<file path="src/shared/iod_pkg.sv">
// Summary of operation
// - Opcode size types all operands unless overridden
// - Destination type drives the flag logic
// - Two-address: source read-only, destination read/write
// - Three-address: two sources, write-only dest; count
// - Result beyond 32 bits truncates, raises overflow
// - Moves 87/86/84, move address 04, class 1
// - Complement moves 8B/8A/88, class 1
// - Negate moves 8F/8E/8C, class 2
// - Two-byte 3009/3019/3035/301F leave flags unchanged
// - Interlocked swaps 1F/1E/1C, class 1
// - Field extract and insert, class 1
// - Add two and three address, class 2
// - Subtract two and three address, class 2
// - Increment and decrement, class 2
// - Multiply: class 3 two, class 4 three
// - Divide: class 3 two, class 4 three
// - Modulo: class 3 two, class 4 three
// - Left shift C0 class 5; right class 3
// - Conjunction and exclusive or, class 1
// - Inclusive or, class 1
// - Compare class 2, test 6, bit test 1
// - Clear class 2; rotate, logical shifts class 1
// - Extend sources to 32 bits, 33-bit result
// - Flags N Z V C at status bits 21..18
// - Override type codes; undefined codes raise exception
package iod_pkg;
    ////////////////////////////////////////////////////////////////////////
    // Two-byte opcode escape byte
    localparam logic [7:0] ESC_BYTE = 8'h30;
    // Flag field positions in the status word
    localparam int FLAG_N_BIT = 21;
    localparam int FLAG_C_BIT = 18;
    localparam int DATA_W     = 32;
    // Type override codes
    localparam logic [3:0] TY_SBYTE = 4'h7;
    localparam logic [3:0] TY_SHALF = 4'h6;
    localparam logic [3:0] TY_SWORD = 4'h4;
    localparam logic [3:0] TY_UBYTE = 4'h3;
    localparam logic [3:0] TY_UHALF = 4'h2;
    localparam logic [3:0] TY_UWORD = 4'h0;
    localparam logic [3:0] TY_NONE  = 4'hF;
    ////////////////////////////////////////////////////////////////////////
    // Operand size
    typedef enum logic [1:0] {
        SZ_BYTE = 2'h0,
        SZ_HALF = 2'h1,
        SZ_WORD = 2'h2
    } iod_size_t;
    // Flag assignment class
    typedef enum logic [2:0] {
        FC_UNCH = 3'h0,
        FC_1    = 3'h1,
        FC_2    = 3'h2,
        FC_3    = 3'h3,
        FC_4    = 3'h4,
        FC_5    = 3'h5,
        FC_6    = 3'h6
    } iod_fclass_t;
    // Operand access pattern
    typedef enum logic [1:0] {
        AM_ONE   = 2'h0,
        AM_TWO   = 2'h1,
        AM_THREE = 2'h2,
        AM_SHIFT = 2'h3
    } iod_amode_t;
    // Operation
    typedef enum logic [4:0] {
        OP_NONE, OP_MOVE, OP_MOVE_ADDR, OP_MOVE_COMPL, OP_MOVE_NEG,
        OP_MOVE_VERSION, OP_SWAP_LOCKED, OP_BLOCK_COPY, OP_FIELD_EXTRACT,
        OP_FIELD_INSERT, OP_STRING_COPY, OP_STRING_END, OP_ADD, OP_SUB,
        OP_INC, OP_DEC, OP_MUL, OP_DIV, OP_MOD, OP_ARITH_LSHIFT,
        OP_ARITH_RSHIFT, OP_AND, OP_XOR, OP_OR, OP_COMPARE, OP_TEST,
        OP_BIT_TEST, OP_CLEAR, OP_ROTATE, OP_LOGIC_LSHIFT, OP_LOGIC_RSHIFT
    } iod_op_t;
    // Per-operand access: bit5 read, bit4 write, bit3 count
    typedef struct packed {
        logic       used;
        logic       rd;
        logic       wr;
        logic       count;
        logic       sgn;
        iod_size_t  size;
    } iod_opnd_t;
    // Decoded result bundle
    typedef struct packed {
        logic        valid;
        logic        illegal;
        iod_op_t     op;
        iod_amode_t  amode;
        iod_fclass_t fclass;
        iod_size_t   size;
        iod_opnd_t   opnd0;
        iod_opnd_t   opnd1;
        iod_opnd_t   opnd2;
        iod_opnd_t   flag_type;
    } iod_dec_t;
endpackage

</file>
<file path="src/logic/iod_decoder.sv">
`timescale 1ns/1ps
`default_nettype none
module iod_decoder (
    // Clock and reset
    input  wire logic                   mclk,
    input  wire logic                   rstn,
    // Opcode from fetch
    input  wire logic                   op_valid,
    input  wire logic [15:0]            opcode,
    // Expanded-operand type codes, one per operand (4'hF none)
    input  wire logic [11:0]            type_ovr,
    // Arithmetic result check, 33-bit internal result
    input  wire logic                   res_valid,
    input  wire logic [32:0]            res_full,
    input  wire logic                   res_sgn,
    // Decoded bundle and events
    output iod_pkg::iod_dec_t           dec,
    output logic                        reserved_type,
    output logic                        int_overflow,
    output logic [31:0]                 res_out
);
    ////////////////////////////////////////////////////////////////////////
    // Combinational decode of the opcode
    iod_pkg::iod_dec_t next_dec;
    logic              next_reserved_type;
    logic              next_int_overflow;
    logic [31:0]       next_res_out;
    iod_pkg::iod_size_t  sz;     // Size from low bits
    iod_pkg::iod_fclass_t fc;    // Class
    iod_pkg::iod_op_t    op;     // Operation
    iod_pkg::iod_amode_t am;     // Access pattern
    logic                hit;    // Known opcode
    logic                sized;  // Low bits carry size

    // Size suffix decode: x7/xF/xB/x3 byte, x6/xE/xA/x2 half, else word
    always_comb begin
        case (opcode[1:0])
            2'h3:    sz = iod_pkg::SZ_BYTE;
            2'h2:    sz = iod_pkg::SZ_HALF;
            default: sz = iod_pkg::SZ_WORD;
        endcase
    end

    // Opcode table
    always_comb begin
        op    = iod_pkg::OP_NONE;
        am    = iod_pkg::AM_TWO;
        fc    = iod_pkg::FC_1;
        hit   = 1'b1;
        sized = 1'b1;
        if (opcode[15:8] == iod_pkg::ESC_BYTE) begin
            // Two-byte forms leave the flags alone
            fc    = iod_pkg::FC_UNCH;
            sized = 1'b0;
            am    = iod_pkg::AM_ONE;
            case (opcode[7:0])
                8'h09:   op = iod_pkg::OP_MOVE_VERSION;
                8'h19:   op = iod_pkg::OP_BLOCK_COPY;
                8'h35:   op = iod_pkg::OP_STRING_COPY;
                8'h1F:   op = iod_pkg::OP_STRING_END;
                default: hit = 1'b0;
            endcase
        end else if (opcode[15:8] != 8'h00) begin
            hit = 1'b0;
        end else begin
            case (opcode[7:0])
                // Moves
                8'h87, 8'h86, 8'h84: op = iod_pkg::OP_MOVE;
                8'h04: begin
                    op    = iod_pkg::OP_MOVE_ADDR;
                    sized = 1'b0;
                end
                8'h8B, 8'h8A, 8'h88: op = iod_pkg::OP_MOVE_COMPL;
                8'h8F, 8'h8E, 8'h8C: begin
                    op = iod_pkg::OP_MOVE_NEG;
                    fc = iod_pkg::FC_2;
                end
                8'h1F, 8'h1E, 8'h1C: op = iod_pkg::OP_SWAP_LOCKED;
                8'hCF, 8'hCE, 8'hCC: op = iod_pkg::OP_FIELD_EXTRACT;
                8'hCB, 8'hCA, 8'hC8: op = iod_pkg::OP_FIELD_INSERT;
                // Add and subtract
                8'h9F, 8'h9E, 8'h9C, 8'hDF, 8'hDE, 8'hDC: begin
                    op = iod_pkg::OP_ADD;
                    fc = iod_pkg::FC_2;
                    am = opcode[6] ? iod_pkg::AM_THREE : iod_pkg::AM_TWO;
                end
                8'hBF, 8'hBE, 8'hBC, 8'hFF, 8'hFE, 8'hFC: begin
                    op = iod_pkg::OP_SUB;
                    fc = iod_pkg::FC_2;
                    am = opcode[6] ? iod_pkg::AM_THREE : iod_pkg::AM_TWO;
                end
                8'h93, 8'h92, 8'h90: begin
                    op = iod_pkg::OP_INC;
                    fc = iod_pkg::FC_2;
                    am = iod_pkg::AM_ONE;
                end
                8'h97, 8'h96, 8'h94: begin
                    op = iod_pkg::OP_DEC;
                    fc = iod_pkg::FC_2;
                    am = iod_pkg::AM_ONE;
                end
                // Multiply, divide, modulo
                8'hAB, 8'hAA, 8'hA8, 8'hEB, 8'hEA, 8'hE8: begin
                    op = iod_pkg::OP_MUL;
                    fc = opcode[6] ? iod_pkg::FC_4 : iod_pkg::FC_3;
                    am = opcode[6] ? iod_pkg::AM_THREE : iod_pkg::AM_TWO;
                end
                8'hAF, 8'hAE, 8'hAC, 8'hEF, 8'hEE, 8'hEC: begin
                    op = iod_pkg::OP_DIV;
                    fc = opcode[6] ? iod_pkg::FC_4 : iod_pkg::FC_3;
                    am = opcode[6] ? iod_pkg::AM_THREE : iod_pkg::AM_TWO;
                end
                8'hA7, 8'hA6, 8'hA4, 8'hE7, 8'hE6, 8'hE4: begin
                    op = iod_pkg::OP_MOD;
                    fc = opcode[6] ? iod_pkg::FC_4 : iod_pkg::FC_3;
                    am = opcode[6] ? iod_pkg::AM_THREE : iod_pkg::AM_TWO;
                end
                // Shifts
                8'hC0: begin
                    op    = iod_pkg::OP_ARITH_LSHIFT;
                    fc    = iod_pkg::FC_5;
                    am    = iod_pkg::AM_SHIFT;
                    sized = 1'b0;
                end
                8'hC7, 8'hC6, 8'hC4: begin
                    op = iod_pkg::OP_ARITH_RSHIFT;
                    fc = iod_pkg::FC_3;
                    am = iod_pkg::AM_SHIFT;
                end
                // Logical
                8'hBB, 8'hBA, 8'hB8, 8'hFB, 8'hFA, 8'hF8: begin
                    op = iod_pkg::OP_AND;
                    am = opcode[6] ? iod_pkg::AM_THREE : iod_pkg::AM_TWO;
                end
                8'hB7, 8'hB6, 8'hB4, 8'hF7, 8'hF6, 8'hF4: begin
                    op = iod_pkg::OP_XOR;
                    am = opcode[6] ? iod_pkg::AM_THREE : iod_pkg::AM_TWO;
                end
                8'hB3, 8'hB2, 8'hB0, 8'hF3, 8'hF2, 8'hF0: begin
                    op = iod_pkg::OP_OR;
                    am = opcode[6] ? iod_pkg::AM_THREE : iod_pkg::AM_TWO;
                end
                8'h3F, 8'h3E, 8'h3C: begin
                    op = iod_pkg::OP_COMPARE;
                    fc = iod_pkg::FC_2;
                end
                8'h2B, 8'h2A, 8'h28: begin
                    op = iod_pkg::OP_TEST;
                    fc = iod_pkg::FC_6;
                    am = iod_pkg::AM_ONE;
                end
                8'h3B, 8'h3A, 8'h38: op = iod_pkg::OP_BIT_TEST;
                8'h83, 8'h82, 8'h80: begin
                    op = iod_pkg::OP_CLEAR;
                    fc = iod_pkg::FC_2;
                    am = iod_pkg::AM_ONE;
                end
                8'hD8: begin
                    op    = iod_pkg::OP_ROTATE;
                    am    = iod_pkg::AM_SHIFT;
                    sized = 1'b0;
                end
                8'hD3, 8'hD2, 8'hD0: begin
                    op = iod_pkg::OP_LOGIC_LSHIFT;
                    am = iod_pkg::AM_SHIFT;
                end
                8'hD4: begin
                    op    = iod_pkg::OP_LOGIC_RSHIFT;
                    am    = iod_pkg::AM_SHIFT;
                    sized = 1'b0;
                end
                default: hit = 1'b0;
            endcase
        end
    end

    ////////////////////////////////////////////////////////////////////////
    // Operand type resolution; an override carries to later operands
    function automatic iod_pkg::iod_opnd_t apply_type(
        input iod_pkg::iod_opnd_t base,
        input logic [3:0]         code
    );
        iod_pkg::iod_opnd_t r;
        r = base;
        case (code)
            iod_pkg::TY_SBYTE: begin
                r.size = iod_pkg::SZ_BYTE;
                r.sgn  = 1'b1;
            end
            iod_pkg::TY_SHALF: begin
                r.size = iod_pkg::SZ_HALF;
                r.sgn  = 1'b1;
            end
            iod_pkg::TY_SWORD: begin
                r.size = iod_pkg::SZ_WORD;
                r.sgn  = 1'b1;
            end
            iod_pkg::TY_UBYTE: begin
                r.size = iod_pkg::SZ_BYTE;
                r.sgn  = 1'b0;
            end
            iod_pkg::TY_UHALF: begin
                r.size = iod_pkg::SZ_HALF;
                r.sgn  = 1'b0;
            end
            iod_pkg::TY_UWORD: begin
                r.size = iod_pkg::SZ_WORD;
                r.sgn  = 1'b0;
            end
            default: r = base;
        endcase
        return r;
    endfunction

    // Reserved type code: 1, 5, 8..14
    function automatic logic bad_type(input logic [3:0] code);
        return (code == 4'h1) || (code == 4'h5) || (code >= 4'h8 && code <= 4'hE);
    endfunction

    iod_pkg::iod_opnd_t base_t, t0, t1, t2;
    always_comb begin
        // Opcode size with default signedness: halfword signed, others not
        base_t       = '0;
        base_t.size  = sized ? sz : iod_pkg::SZ_WORD;
        base_t.sgn   = (base_t.size == iod_pkg::SZ_HALF);
        t0 = apply_type(base_t, type_ovr[3:0]);
        t1 = apply_type(t0, type_ovr[7:4]);
        t2 = apply_type(t1, type_ovr[11:8]);
        next_dec           = '0;
        next_dec.valid     = op_valid;
        next_dec.illegal   = op_valid && !hit;
        next_dec.op        = hit ? op : iod_pkg::OP_NONE;
        next_dec.amode     = am;
        next_dec.fclass    = hit ? fc : iod_pkg::FC_UNCH;
        next_dec.size      = base_t.size;
        next_dec.opnd0     = t0;
        next_dec.opnd1     = t1;
        next_dec.opnd2     = t2;
        next_dec.opnd0.used = hit;
        case (am)
            iod_pkg::AM_ONE: begin
                // Single operand: test reads, others read-modify-write
                next_dec.opnd0.rd = 1'b1;
                next_dec.opnd0.wr = (op != iod_pkg::OP_TEST);
                next_dec.flag_type = t0;
            end
            iod_pkg::AM_TWO: begin
                next_dec.opnd0.rd   = 1'b1;
                next_dec.opnd1.used = 1'b1;
                next_dec.opnd1.rd   = 1'b1;
                next_dec.opnd1.wr   = 1'b1;
                next_dec.flag_type  = t1;
            end
            default: begin
                // Three-address or shift: count in first when shifting
                next_dec.opnd0.rd    = 1'b1;
                next_dec.opnd0.count = (am == iod_pkg::AM_SHIFT);
                next_dec.opnd1.used  = 1'b1;
                next_dec.opnd1.rd    = 1'b1;
                next_dec.opnd2.used  = 1'b1;
                next_dec.opnd2.wr    = 1'b1;
                next_dec.flag_type   = t2;
            end
        endcase
        next_reserved_type = op_valid && (bad_type(type_ovr[3:0])
                             || bad_type(type_ovr[7:4]) || bad_type(type_ovr[11:8]));
        // Truncation to 32 bits; overflow when the 33rd bit is set (unsigned) or disagrees with bit 31 (signed)
        next_res_out      = res_full[31:0];
        next_int_overflow = res_valid && (res_sgn ? (res_full[32] != res_full[31])
                                                  : res_full[32]);
    end

    ////////////////////////////////////////////////////////////////////////
    // Output registers
    always_ff @(posedge mclk or negedge rstn) begin
        if (!rstn) begin
            dec           <= '0;
            reserved_type <= 1'b0;
            int_overflow  <= 1'b0;
            res_out       <= '0;
        end else begin
            dec           <= next_dec;
            reserved_type <= next_reserved_type;
            int_overflow  <= next_int_overflow;
            res_out       <= next_res_out;
        end
    end

    ////////////////////////////////////////////////////////////////////////
    // Assertions
    property p_illegal;
        @(posedge mclk) disable iff (!rstn)
        op_valid && opcode == 16'h0001 |=> dec.illegal;
    endproperty
    a_illegal: assert property (p_illegal) else $error("unassigned opcode not illegal");
    property p_neg_fc;
        @(posedge mclk) disable iff (!rstn)
        op_valid && opcode == 16'h008C |=> dec.fclass == iod_pkg::FC_2 && !dec.illegal;
    endproperty
    a_neg_fc: assert property (p_neg_fc) else $error("negate class wrong");
    property p_esc;
        @(posedge mclk) disable iff (!rstn)
        op_valid && opcode == 16'h3019 |=> dec.fclass == iod_pkg::FC_UNCH && dec.valid;
    endproperty
    a_esc: assert property (p_esc) else $error("two-byte class wrong");
    property p_mul3;
        @(posedge mclk) disable iff (!rstn)
        op_valid && opcode == 16'h00E8 |=> dec.fclass == iod_pkg::FC_4 && dec.opnd2.wr;
    endproperty
    a_mul3: assert property (p_mul3) else $error("multiply three class wrong");
    property p_two_rw;
        @(posedge mclk) disable iff (!rstn)
        next_dec.amode == iod_pkg::AM_TWO && op_valid |=> dec.opnd1.rd && dec.opnd1.wr
                                                        && !dec.opnd0.wr;
    endproperty
    a_two_rw: assert property (p_two_rw) else $error("two-address access wrong");
    property p_shift_cnt;
        @(posedge mclk) disable iff (!rstn)
        op_valid && opcode == 16'h00D4 |=> dec.opnd0.count && !dec.opnd2.rd;
    endproperty
    a_shift_cnt: assert property (p_shift_cnt) else $error("shift count wrong");
    property p_ovf;
        @(posedge mclk) disable iff (!rstn)
        res_valid && !res_sgn && res_full[32] |=> int_overflow;
    endproperty
    a_ovf: assert property (p_ovf) else $error("overflow missed");
    property p_rsv;
        @(posedge mclk) disable iff (!rstn)
        op_valid && type_ovr[3:0] == 4'h5 |=> reserved_type;
    endproperty
    a_rsv: assert property (p_rsv) else $error("reserved type missed");
    property p_ovr;
        @(posedge mclk) disable iff (!rstn)
        op_valid && opcode == 16'h0087 && type_ovr == 12'hFF2 |=>
            dec.opnd1.size == iod_pkg::SZ_HALF && dec.flag_type.size == iod_pkg::SZ_HALF;
    endproperty
    a_ovr: assert property (p_ovr) else $error("override not carried");
    // An illegal opcode must carry no operation and no flag update
    property p_ill_unch;
        @(posedge mclk) disable iff (!rstn)
        dec.illegal |-> dec.fclass == iod_pkg::FC_UNCH && dec.op == iod_pkg::OP_NONE;
    endproperty
    a_ill_unch: assert property (p_ill_unch) else $error("illegal opcode not inert");
    c_add3: cover property (@(posedge mclk) disable iff (!rstn) dec.op == iod_pkg::OP_ADD
                            && dec.amode == iod_pkg::AM_THREE);
    c_ill: cover property (@(posedge mclk) disable iff (!rstn) dec.illegal);
    c_ovf: cover property (@(posedge mclk) disable iff (!rstn) int_overflow);
endmodule
`default_nettype wire

</file>
<file path="config.mk">
export PLATFORM = sky130hd
export DESIGN_NAME = iod_decoder
export DESIGN_NICKNAME = d
export VERILOG_FILES = /design/src/shared/iod_pkg.sv /design/src/logic/iod_decoder.sv
export SDC_FILE = /design/constraint.sdc
export NUM_CORES = 1
export LEC_CHECK = 0
export BUFFER_PORTS_ARGS = -buffer_cell sky130_fd_sc_hd__buf_2
export CAP_MARGIN = 30
export CORE_MARGIN = 2
export CORE_UTILIZATION = 47
export CTS_BUF_LIST = sky130_fd_sc_hd__clkbuf_16
export DETAILED_ROUTE_END_ITERATION = 8
export PLACE_DENSITY_LB_ADDON = 0.08
export SLEW_MARGIN = 20
export SYNTH_ARGS = -nofsm -noshare
export SYNTH_HDL_FRONTEND = slang
export SYNTH_SLANG_ARGS = --single-unit
</file>
<file path="constraint.sdc">
create_clock -name mclk -period 0.8 [get_ports mclk]
set_input_delay 0.04 -clock mclk [delete_from_list [all_inputs] [get_ports mclk]]
set_output_delay 0.04 -clock mclk [all_outputs]
set_load 0.02 [all_outputs]
</file>
==> results of run 1 <==
==> through the flow <==
step	setup WS (ns)	area [sq um]	hold slack, ns
detailed placement	-1.26	4690	0.0766
global placement	-1.20	4690	0.0756
floorplan	-1.09	3280	-0.256
==> logic make-up after synthesis <==
logic type / after synthesis / synth area share (%)
other: 2 / 0.237
AO/OA/AOI/OAI: 74 / 17.4
flip-flops: 67 / 52.9
XOR/XNOR: 2 / 0.553
buffers and inverters: 35 / 5.45
AND/OR/NAND/NOR: 120 / 21.4
multiplexers: 6 / 2.09
==> impl_metrics.toml, run 1 <==
[clock_tree]
cts-root-buf = "clkbuf_16"
post_cts_buffers = 18
clock-sinks = 67
h-tree-depth = 3
clockBufferDepth = 2
numCtsBuffers = 9
ctsHoldBuffers = 36
cts_resized = 230

[run_status]
status = "did not finish"
firstError = "[ERROR DPL-0033] detailed placement checks failed during check placement."
haltStage = "clock tree synthesis"

[placement]
gp_congestion = 0.954
dp_cells = 604
io_buffers = 134
dpl.hpwl_mm = 7.93

[synthesis]
synth_cell_types = 63
syn_area_sq_um = 3170
synthCells = 306
synth_top_flop_cell = "dfrtp_1"
yosysTopAreaCell = "dfrtp_1"
ys_ff_latch = 67
synthArstFlopShare_pct = 100
synth_most_common_cell = "dfrtp_1"
postSynthAreaPerCell_sq_um = 10.4
yosysSeqAreaShare_pct = 52.9
synth_top_area_share_pct = 52.9
synthTopCellsByArea = "dfrtp_1, nor2_1, nand2_1"
ys_warn_count = 0
synth_edf_count = 0
synthTopCellsByCount = "dfrtp_1, nor2_1, nand2_1, clkbuf_1, nor3_1"

[floorplan]
rows = 29
die_h_um = 86.1
initial_core_util_pct = 49.3
io_pins = 142
die_x_um = 86.1
==> run 2, diff against run 1 <==
--- a/config.mk
+++ b/config.mk
@@ -8,10 +8,9 @@
 export BUFFER_PORTS_ARGS = -buffer_cell sky130_fd_sc_hd__buf_2
 export CAP_MARGIN = 30
 export CORE_MARGIN = 2
-export CORE_UTILIZATION = 47
-export CTS_BUF_LIST = sky130_fd_sc_hd__clkbuf_16
+export CORE_UTILIZATION = 40
 export DETAILED_ROUTE_END_ITERATION = 8
-export PLACE_DENSITY_LB_ADDON = 0.08
+export PLACE_DENSITY_LB_ADDON = 0.15
 export SLEW_MARGIN = 20
 export SYNTH_ARGS = -nofsm -noshare
 export SYNTH_HDL_FRONTEND = slang
==> impl_metrics.toml, run 2 <==
[run_status]
status = "finished, violations left"
violations = "negative hold slack, negative setup slack"

[power_and_ir_drop]
p_leak_uw = 0.00301
power_frac_comb_pct = 25.9
peakVddDrop_mv = 0.795
p_total_uw = 8970
clkPwrFrac_pct = 33.4
p_switching_uw = 2770
p_per_area_nw_per_um2 = 1410
internal-power_uw = 6200
switching_share_pct = 30.8
p_seq_share_pct = 40.7

[routing]
postRouteAntennaNets = 0
vias = 3889
wl_mm = 15.3
initialDrtViolationCount = 381
drt_pre_antenna_iters = 5
drc = 0
wire_per_inst_um = 22.1
via_per_inst = 5.60

[final_layout]
finalNetCount = 654
antenna_cells = 0
area_growth_pct = 101
mostFrequentLayoutCell = "buf_4"
fillCellCount = 398
largest_reg_flops = 33
reg_top3 = "dec (33), res_out (32)"
largest_register = "dec"
final_cell_mix = "buf_4, buf_6, dfrtp_1"
drive_gt1_share_pct = 58.3

[timing]
final-hold-violation-count = 1
rsz0062_at_grt = "true"
slew_violations = 0
max_freq_mhz = 614
min_period_over_period_pct = 204
setup_viol = 100
layout_min_cycle_time_ns = 1.63
timing.final.ws_setup_ns = -0.828
finalSetupTns_ns = -24.09
worst_hold_slack_ns = -0.0197

[synthesis]
synth_compound_area_share_pct = 17.4
synth_mux_area_share_pct = 2.09
synth_top_area_share_pct = 52.9
synth_cell_types = 63
synth_edf_count = 0
synthArstFlopShare_pct = 100
synthCells = 306
syn_area_sq_um = 3170
synth-xor-area-share_pct = 0.553
yosysTopAreaCell = "dfrtp_1"
synthTopCellsByCount = "dfrtp_1, nor2_1, nand2_1, clkbuf_1, nor3_1"
synth_top_family_by_area = "simple AND/OR/NAND/NOR gates"
ys_ff_latch = 67
synth_top_flop_cell = "dfrtp_1"
synthSimpleGateAreaFrac_pct = 21.4
yosysSeqAreaShare_pct = 52.9
postSynthAreaPerCell_sq_um = 10.4
synth_most_common_cell = "dfrtp_1"
synthAdderAreaFrac_pct = 0
synthTopCellsByArea = "dfrtp_1, nor2_1, nand2_1"
ys_warn_count = 0

[worst_hold_path]
whs_path_depth = 2
hp-class = "in -> reg"
hold_end = "dec[16]"
holdCritStartpoint = "type_ovr[6]"

[floorplan]
core-area_sq_um = 7690
die_h_um = 93.0
rows = 32
die-area_sq_um = 8650
initial_core_util_pct = 41.2
die_x_um = 93.0
io_pins = 142

[setup_path]
critPathTopFamily = "simple AND/OR/NAND/NOR gates"
crit_path_max_incr_delay_ns = 0.57
crit_arrival_ns = 1.85
worstPathMaxFanout = 4
slowest_stage = "or4_4"
endpoint_kind = "flip-flop"
critPathRequiredTime_ns = 1.02
worst-path-buf-inv = 1
cp_cell_sequence = "buf_6 > or4_4 > or3_4 > or4_4 > a2111oi_4 > a21oi_1"
setup.worst_path.start_class = "primary input"
cp_common_cell = "or4_4"
critical_path_class = "in -> reg"

[clock_tree]
clockBufferDepth = 2
h-tree-depth = 3
clk_pin_slew_ns = 0.09
numCtsBuffers = 9
tritoncts = "done"
ctsHoldBuffers = 35
clock-sinks = 67
cts-root-buf = "clkbuf_8"

[global_routing]
antenna_found_initial = 0
grt.overflow.total = 0
grt_pass1_wl_mm = 21.7
grt_usage_pct = 33.1
grt_pass1_vias = 3967
grt_max_degree = 68

[placement]
gp_congestion = 0.854
io_buffers = 134
dpl.hpwl_mm = 8.21

[job]
maxCapViolCount = 0
[run 2: cell counts after synthesis]
No cell type changed its count.
[run 2: logic make-up (layout without fill, tap and decap cells)]
logic type      count (synthesis)  after routing
simple gates                  120            120
buf+inv                        35            316
compound gates                 74             74
mux                             6              6
other cells                     2              8
xor+xnor                        2              2
flops                          67             67
[run 2: how the worst max path moves through the flow]
stage / end / cells after the start / slack, ns / from
after floorplan: dec[25] / 6 / -1.09 / opcode[10]
after global placement: dec[25] / 7 / -1.22 / opcode[5]
after detailed placement: dec[25] / 7 / -1.22 / opcode[5]
after CTS: dec[25] / 6 / -0.79 / opcode[10]
after global routing: dec[25] / 6 / -0.86 / opcode[10]
final: dec[25] / 6 / -0.83 / opcode[10]
[run 2: final cells by class]
type | instances | area, sq um | share of cell area, %
Clock buffer | 9 | 124 | 1.95
Clock inverter | 7 | 77.6 | 1.22
Inverter | 8 | 32.5 | 0.512
Multi-Input combinational cell | 210 | 1740 | 27.3
Sequential cell | 67 | 1680 | 26.4
Tap cell | 102 | 128 | 2.01
Timing Repair Buffer | 292 | 2580 | 40.6
[run 2: through the flow]
step | hold slack (ns) | cell area (sq um) | utilization (%) | instances | setup slack [ns]
floorplan | -0.256 | 3280 | - | 312 | -1.09
global placement | 0.0727 | 4750 | 61.8 | 631 | -1.22
detailed placement | 0.0733 | 4750 | 61.8 | 631 | -1.22
CTS | -0.0216 | 6170 | 80.2 | 691 | -0.786
global route | -0.0255 | 6360 | 82.7 | 695 | -0.856
finish | -0.0197 | 6360 | 82.7 | 695 | -0.828
[run 2: timing repair]
action,CTS,global route
endpoints found under the hold margin,103,1
pin swaps,30,22
endpoints found under the setup margin,100,101
resized for setup,221,48
setup buffers,14,10
[run 2: metal layers]
layer  vias to the layer above  wire length (um)  GRT usage (%)
met4                         0               779           14.3
li1                       1665                 -              -
met2                       283              7910           62.1
met3                        78              1100           6.29
met1                      1863              5540           36.1
met5                         -                 0              0
[run 2: power by group through the flow]
| stage | logic (uW) | registers (uW) | clock network (uW) |
|---|---|---|---|
| 2_1_floorplan | 541 | 3870 | 0 |
| 3_3_place_gp | 1630 | 3650 | 0 |
| 3_5_place_dp | 1640 | 3650 | 0 |
| 4_1_cts | 2150 | 3630 | 2810 |
| 5_1_grt | 2430 | 3660 | 3160 |
| 6_report | 2330 | 3650 | 3000 |
(Power assumes the default switching activity.)
